==> src/verilog/rcb_defs.svh <==
`ifndef RCB_DEFS_SVH
`define RCB_DEFS_SVH

// Widths and depths.
`define RCB_DATA_W 28
`define RCB_FIFO_DEPTH 8
// Drained words the error output stays low after it is flagged.
`define RCB_ERR_HOLD 2'h2
// Checked data bits for configuration A (select low) and B (select high).
`define RCB_MASK_A 28'hFFFFFFF
`define RCB_MASK_B 28'h0FFFFFF
`endif

==> src/verilog/rcb_pkg.sv <==
`include "rcb_defs.svh"
package rcb_pkg;
	// Raw pin sample, carried through the input synchroniser.
	typedef struct packed {
		logic cfg;
		logic gate_en;
		logic [1:0] cs_n;
		logic [1:0] cke;
		logic [1:0] odt;
		logic par;
		logic [`RCB_DATA_W-1:0] d;
	} rcb_pins_t;
	// One command word as it waits in the buffer.
	typedef struct packed {
		logic gate_en;
		logic [1:0] cs_n;
		logic [1:0] cke;
		logic [1:0] odt;
		logic par_err;
		logic [`RCB_DATA_W-1:0] d;
	} rcb_word_t;
	localparam int RCB_WORD_W = $bits(rcb_word_t);
endpackage

==> src/verilog/rcb_top.sv <==
`timescale 1ns/10ps
`include "rcb_defs.svh"

// Word buffer between the input pipeline and the output register.
module rcb_fifo #(
	parameter int WIDTH = 8,
	parameter int DEPTH = 8
) (
	// Clock and reset.
	input wire logic i_clk,
	input wire logic i_nrst,
	// Fill side.
	input wire logic i_in_valid,
	input wire logic [WIDTH-1:0] i_in_data,
	output logic o_in_ready,
	// Drain side.
	output logic o_out_valid,
	output logic [WIDTH-1:0] o_out_data,
	input wire logic i_out_ready
);
	localparam int AW = $clog2(DEPTH);
	logic [WIDTH-1:0] mem [DEPTH];
	logic [AW-1:0] wr_ff;
	logic [AW-1:0] rd_ff;
	logic [AW:0] cnt_ff;
	wire push = i_in_valid & o_in_ready;
	wire pop = o_out_valid & i_out_ready;
	wire [AW:0] depth_c = (AW+1)'(DEPTH);
	wire [AW-1:0] last_c = AW'(DEPTH - 1);

	// Full and empty come straight from the occupancy count. A push into a
	// full buffer is refused here, so the caller sees the word as dropped.
	// Full and empty come straight from the occupancy count.
	assign o_in_ready = (cnt_ff != depth_c);
	assign o_out_valid = (cnt_ff != '0);
	assign o_out_data = mem[rd_ff];

	// Storage has no reset; only the pointers and the count need a defined start.
	always_ff @(posedge i_clk) begin
		if (push) begin
			mem[wr_ff] <= i_in_data;
		end
	end

	// Pointers wrap at the depth, so the depth need not be a power of two.
	always_ff @(posedge i_clk or negedge i_nrst) begin
		if (!i_nrst) begin
			wr_ff <= '0;
			rd_ff <= '0;
			cnt_ff <= '0;
		end else begin
			if (push) begin
				wr_ff <= (wr_ff == last_c) ? '0 : wr_ff + 1'b1;
			end
			if (pop) begin
				rd_ff <= (rd_ff == last_c) ? '0 : rd_ff + 1'b1;
			end
			cnt_ff <= cnt_ff + (AW+1)'(push) - (AW+1)'(pop);
		end
	end
endmodule

// Registered command buffer with parity check.
module rcb_top
	import rcb_pkg::*;
#(
	parameter int DATA_W = `RCB_DATA_W,
	parameter int FIFO_DEPTH = `RCB_FIFO_DEPTH,
	parameter logic [`RCB_DATA_W-1:0] MASK_A = `RCB_MASK_A,
	parameter logic [`RCB_DATA_W-1:0] MASK_B = `RCB_MASK_B
) (
	// Clock and reset.
	input wire logic I_MCLK,
	input wire logic I_NRST,
	// Static configuration and gating.
	input wire logic I_CFG_SEL,
	input wire logic I_CS_GATE_EN,
	// Command word from the controller.
	input wire logic [1:0] I_CS_N,
	input wire logic [1:0] I_CKE,
	input wire logic [1:0] I_ODT,
	input wire logic I_PARITY,
	input wire logic [`RCB_DATA_W-1:0] I_DATA,
	// Output stall from downstream.
	input wire logic I_OUT_STALL,
	// Redriven word.
	output logic [`RCB_DATA_W-1:0] O_Q,
	output logic [1:0] O_CS_N,
	output logic [1:0] O_CKE,
	output logic [1:0] O_ODT,
	// Open-drain parity error pin and status.
	output logic O_PARITY_ERR_N_O,
	output logic O_PARITY_ERR_N_OE,
	output logic O_LOW_POWER,
	output logic O_IN_READY
);
	rcb_pins_t pins_c;
	rcb_pins_t s1_ff;
	rcb_pins_t s2_ff;
	rcb_word_t word_c;
	rcb_word_t head_c;
	logic [1:0] rx_vld_ff;
	logic prev_sum_ff;
	logic prev_chk_ff;
	logic [1:0] hold_ff;
	logic [DATA_W-1:0] q_ff;
	logic [1:0] cs_ff;
	logic [1:0] cke_ff;
	logic [1:0] odt_ff;
	logic err_ff;
	logic lpm_ff;
	logic rdy_ff;
	logic [1:0] nxt_hold;
	logic nxt_err;
	logic head_vld;
	logic fifo_rdy;
	logic [RCB_WORD_W-1:0] head_bits;

	// Every command and configuration pin passes two flops before use; all of them are sampled on the
	// same rising edge, so one word and its selects stay aligned.
	assign pins_c = '{cfg: I_CFG_SEL, gate_en: I_CS_GATE_EN, cs_n: I_CS_N, cke: I_CKE,
		odt: I_ODT, par: I_PARITY, d: I_DATA};

	// Receivers come up empty: reset clears both stages and the valid chain.
	always_ff @(posedge I_MCLK or negedge I_NRST) begin
		if (!I_NRST) begin
			s1_ff <= '0;
			s2_ff <= '0;
			rx_vld_ff <= 2'h0;
		end else begin
			s1_ff <= pins_c;
			s2_ff <= s1_ff;
			rx_vld_ff <= {rx_vld_ff[0], 1'b1};
		end
	end

	// Parity pairing: the word seen last cycle is checked against the
	// parity bit that arrives now, so the flag rides with the next word.
	wire [DATA_W-1:0] chk_mask = s2_ff.cfg ? MASK_B : MASK_A;
	wire cur_sum = ^(s2_ff.d & chk_mask);
	wire cur_chk = ~&s2_ff.cs_n;
	wire par_bad = prev_chk_ff & (prev_sum_ff ^ s2_ff.par);
	assign word_c = '{gate_en: s2_ff.gate_en, cs_n: s2_ff.cs_n, cke: s2_ff.cke,
		odt: s2_ff.odt, par_err: par_bad, d: s2_ff.d};

	// Only words with a select low are checked; others raise no flag.
	always_ff @(posedge I_MCLK or negedge I_NRST) begin
		if (!I_NRST) begin
			prev_sum_ff <= 1'b0;
			prev_chk_ff <= 1'b0;
		end else if (rx_vld_ff[1]) begin
			prev_sum_ff <= cur_sum;
			prev_chk_ff <= cur_chk;
		end
	end

	// The buffer absorbs a downstream stall of up to its depth; past that
	// the pins cannot be held, so the ready flag tells the controller.
	rcb_fifo #(
		.WIDTH(RCB_WORD_W),
		.DEPTH(FIFO_DEPTH)
	) u_fifo (
		.i_clk(I_MCLK),
		.i_nrst(I_NRST),
		.i_in_valid(rx_vld_ff[1]),
		.i_in_data(word_c),
		.o_in_ready(fifo_rdy),
		.o_out_valid(head_vld),
		.o_out_data(head_bits),
		.i_out_ready(~I_OUT_STALL)
	);

	// The buffer head is split into the gating terms for the output stage.
	assign head_c = rcb_word_t'(head_bits);
	wire pop = head_vld & ~I_OUT_STALL;
	wire any_cs = ~&head_c.cs_n;
	wire capture = ~head_c.gate_en | any_cs;
	wire low_power_state = head_c.gate_en & ~any_cs;

	// Error latch: a flag reloads the hold count; low power keeps it loaded
	// so the error survives standby and then runs two more words.
	// A flag that rides in the first standby word still sets the latch.
	always_comb begin
		nxt_err = err_ff;
		nxt_hold = hold_ff;
		if (head_c.par_err) begin
			nxt_err = 1'b1;
			nxt_hold = `RCB_ERR_HOLD;
		end else if (err_ff & low_power_state) begin
			nxt_hold = `RCB_ERR_HOLD;
		end else if (err_ff) begin
			nxt_hold = hold_ff - 2'h1;
			nxt_err = (hold_ff != 2'h1);
		end
	end

	// Output register: selects, clock enables and termination follow every
	// word; the data field only when the gating allows a capture.
	always_ff @(posedge I_MCLK or negedge I_NRST) begin
		if (!I_NRST) begin
			q_ff <= '0;
			cs_ff <= 2'h0;
			cke_ff <= 2'h0;
			odt_ff <= 2'h0;
			lpm_ff <= 1'b0;
		end else if (pop) begin
			if (capture) begin
				q_ff <= head_c.d;
			end
			cs_ff <= head_c.cs_n;
			cke_ff <= head_c.cke;
			odt_ff <= head_c.odt;
			lpm_ff <= low_power_state;
		end
	end

	// Error state advances per drained word so it stays tied to the data.
	always_ff @(posedge I_MCLK or negedge I_NRST) begin
		if (!I_NRST) begin
			err_ff <= 1'b0;
			hold_ff <= 2'h0;
			rdy_ff <= 1'b0;
		end else begin
			if (pop) begin
				err_ff <= nxt_err;
				hold_ff <= nxt_hold;
			end
			rdy_ff <= fifo_rdy;
		end
	end

	// Outputs are flop copies; the open-drain value itself is fixed low.
	assign O_Q = q_ff;
	assign O_CS_N = cs_ff;
	assign O_CKE = cke_ff;
	assign O_ODT = odt_ff;
	assign O_PARITY_ERR_N_O = 1'b0;
	assign O_PARITY_ERR_N_OE = err_ff;
	assign O_LOW_POWER = lpm_ff;
	assign O_IN_READY = rdy_ff;
endmodule

==> config.mk <==
export PLATFORM = sky130hd
export DESIGN_NAME = rcb_top
export DESIGN_NICKNAME = d
export VERILOG_FILES = /design/src/verilog/rcb_pkg.sv /design/src/verilog/rcb_top.sv
export VERILOG_INCLUDE_DIRS = /design/src /design/src/verilog
export SDC_FILE = /design/constraint.sdc
export NUM_CORES = 1
export LEC_CHECK = 0
export BUFFER_PORTS_ARGS = -buffer_cell sky130_fd_sc_hd__buf_2
export CAP_MARGIN = 20
export CELL_PAD_IN_SITES_DETAIL_PLACEMENT = 0
export CELL_PAD_IN_SITES_GLOBAL_PLACEMENT = 1
export CORE_MARGIN = 2
export CORE_UTILIZATION = 40
export CTS_BUF_LIST = sky130_fd_sc_hd__clkbuf_8
export CTS_CLUSTER_DIAMETER = 40
export DETAILED_ROUTE_END_ITERATION = 8
export PLACE_DENSITY = 0.62
export SLEW_MARGIN = 20
export SYNTH_ARGS = -nofsm -noshare
export SYNTH_HDL_FRONTEND = slang
export SYNTH_HIERARCHICAL = 1
export SYNTH_SLANG_ARGS = --single-unit
==> constraint.sdc <==
create_clock -name I_MCLK -period 4.6 [get_ports I_MCLK]
set_input_delay 0.46 -clock I_MCLK [delete_from_list [all_inputs] [get_ports I_MCLK]]
set_output_delay 0.46 -clock I_MCLK [all_outputs]
set_load 0.005 [all_outputs]
==> impl_results.md <==
- Status: finished, final reports clean
- Largest net degree at the start of global routing: 90
- RePlAce Congestion: 0.669
- Layout cell share with drive strength beyond 1: 0.382
- Detailed placement HPWL: 16,000 microns
- Final setup viols: 0
- Syn nets: 733
- # clock sinks: 415
- YS warnings: 6
- CTS H-tree depth: 3
- Total CTS buffers: 72
- Die Y: 199 microns
- CP Cell Sequence: mux4_2 -> mux2_2 -> nand3_1 -> nand2_1 -> buf_4 -> mux2_2
- CORE AREA: 37,500 sq um
- Vias in the first global route: 7,734
- Die area: 39,400 sq um
- Synth async-reset ratio: 0.306
- Total number of vias: 6,941
- Clock share of power: 0.301
- Starting Density: 0.404
- CP Data Arrival Time: 3.31 ns
- Post-layout minimum cycle time: 2.84 ns
- Relative slew margins: 0.332
- Post-synthesis area per instance: 22.2 sq um
- Iteration-0 DRC Markers: 303
- GR Util met2: 0.263
- Avg WL per Cell: 20.8 microns
- Clock Latency Late Sink: 0.60 ns
- PortBufs: 76
- Crit path kind: flip-flop to flip-flop
- EDFF count, synth: 288
- Maximum clock rate: 352 MHz
- Startpoint types: flip-flop
- Clock Pin Slew Worst Setup and Hold Paths: 0.06 ns
- Combinational power share: 0.238
- Placed cell count: 1,259
- Worst path max stage delay: 1.02 ns
- PwrDens: 620 nW/um^2
- Main flop type after synthesis: edfxtp_1
- Distinct cells, synth: 35
- Initial antenna violation count: 0
- Crit end category: flip-flop
- Hold Crit Class: flip-flop to flip-flop
- Final hold viol count: 0
- Unrepaired setup endpoints after global routing: false
- Nets: 912
- Max Cap Viol: 0
- # rows: 71
- Critical Path RT: 5.07 ns
- Area growth syn-to-layout: 19.4%
- Sequential share of power: 0.461
- GR Util met3: 0.0334
- I/O pins: 78
- Total negative slack: 0 ns
- CP Max Fanout: 39
- Commonest non-fill, non-tap cell in the layout: edfxtp_1
- P_int: 8090 uW
- Post-Layout Cell Count: 1,431
- Worst-Margin Slew: 1.00 ns
- FF+latch count, synth: 415
- CTS Buffer Depth: 3
- VDD IR max: 0.290 mV
- Final Skew: 0.0247 ns
- Via density per instance: 4.85
- Most frequent CP cell: mux2_2
- Synthesized instance count: 681
- GRT overflow: 0
- Sequential share of the synthesized area: 0.781
- Synthesized area: 15,100 sq um
- Setup bufs post-CTS: 0
- Post-detailed-route count of antenna-violating nets: 0
- Global-route usage over all layers: 0.160
- Met1 Usage GRT: 0.209
- Most frequent cells in the layout: 288 x edfxtp_1, 124 x dfrtp_1, 83 x clkbuf_8
- Diodes inserted: 0
- Lkg Pwr: 0.00654 uW
- Drt drc: 0
- 1st-pass router iterations: 4
- Total wire length after detailed routing: 29,700 microns
- Top Usage Layer GRT: met2
- Switch Pwr: 3120 uW
- Max Slew Vio Count: 0
- Root Driver: clkbuf_8
- Crit share post-route: 0.618
- Sw Ratio: 0.279
- Slowest stage cell, crit path: dfrtp_2
- CTS tree: done
- Die Span X: 199 microns
- Wire length of the first global-routing pass: 45,900 microns
-- synth_stat cells (4+ instances only) --
cell | n | area share
dfrtp_1 | 127 | 0.21
inv_1 | 10 | 0.0025
xor2_1 | 5 | 0.0029
xnor2_1 | 25 | 0.014
mux2_2 | 73 | 0.054
nor3_1 | 4 | 0.0013
nand2_1 | 5 | 0.0012
nor2_1 | 9 | 0.0022
edfxtp_1 | 288 | 0.57
buf_6 | 7 | 0.0052
clkbuf_1 | 12 | 0.0030
ha_1 | 11 | 0.0091
mux4_2 | 72 | 0.11
-- sequential cells by signal, summed over array words and instances, names as in the netlist, 2 cells and up --
| signal | flops |
|---|---|
| O_CKE | 2 |
| O_CS_N | 2 |
| O_ODT | 2 |
| O_Q | 28 |
| hold_ff | 2 |
| rx_vld_ff | 2 |
| s1_ff | 37 |
| s2_ff | 37 |
| u_fifo/cnt_ff | 4 |
| u_fifo/mem | 288 |
| u_fifo/rd_ff | 3 |
| u_fifo/wr_ff | 3 |
-- worst max-delay path: cells and delay by family, from the launching register on --
kind / cells / cell delay, ns
buffers and inverters: 1 / 0.49
flip-flops: 1 / 1.02
multiplexers: 3 / 0.95
AND/OR/NAND/NOR: 2 / 0.23
-- stage by stage --
step	instance area, sq um	total power [uW]	setup slack (ns)	util	hold slack, ns
after global routing	18100	11800	1.57	0.482	0.353
after detailed placement	16200	7970	1.70	0.433	0.335
after floorplan	15200	7050	0.677	-	0.164
after CTS	18100	11400	1.67	0.482	0.339
after global placement	16200	7870	1.76	0.433	0.335
final	18100	11200	1.76	0.482	0.337
-- power groups by stage --
stage                     clock (uW)  combinational (uW)  sequential, uW
after global placement             0                2650            5220
after global routing            3650                2920            5260
after CTS                       3480                2750            5190
after detailed placement           0                2710            5260
final                           3380                2670            5170
after floorplan                    0                2060            4990
-- cell families (layout without fill, tap and decap cells) --
group                    count (synthesis)  count (layout)  synth area share
XOR/XNOR                                30              30            0.0173
multiplexers                           150             150             0.165
AND/OR/NAND/NOR                         29              29           0.00942
AO/OA/AOI/OAI                            8               8           0.00364
flip-flops                             415             415             0.781
buffers and inverters                   35             274            0.0126
adder cells (fa/ha/maj)                 12              12            0.0104
other                                    2               2          0.000496
-- repair_timing --
| item | 4_1_cts | 5_1_grt |
|---|---|---|
| hold endpoints to repair | 49 | 0 |
| resized for setup | 0 | 0 |
| hold buffers | 38 | 0 |
-- cell type report --
type | count | area, sq um
multi-input combinational | 231 | 3200
tap | 511 | 639
clock inverter | 51 | 347
timing repair buffer | 130 | 887
sequential | 415 | 11800
clock buffer | 83 | 1140
inverter | 10 | 37.5
fill | 3184 | 19400
-- routing by layer --
layer / share of wire / wire (microns)
met1: 0.44 / 13000
met2: 0.50 / 14800
met3: 0.042 / 1260
met4: 0.023 / 693
met5: 0 / 0
-- final timing paths --
path                                 startpoint         to  slack, ns  cells past startpoint
worst max register to register  u_fifo/rd_ff[2]    O_Q[18]       1.76                      6
worst max-delay path            u_fifo/rd_ff[2]    O_Q[18]       1.76                      6
max in group asynchronous                I_NRST   s1_ff[7]       3.00                      3
worst min-delay path                  s1_ff[16]  s2_ff[16]       0.34                      0
worst min register to register        s1_ff[16]  s2_ff[16]       0.34                      0
min in group asynchronous                I_NRST  s1_ff[33]       0.54                      2
(Power assumes the default switching activity.)
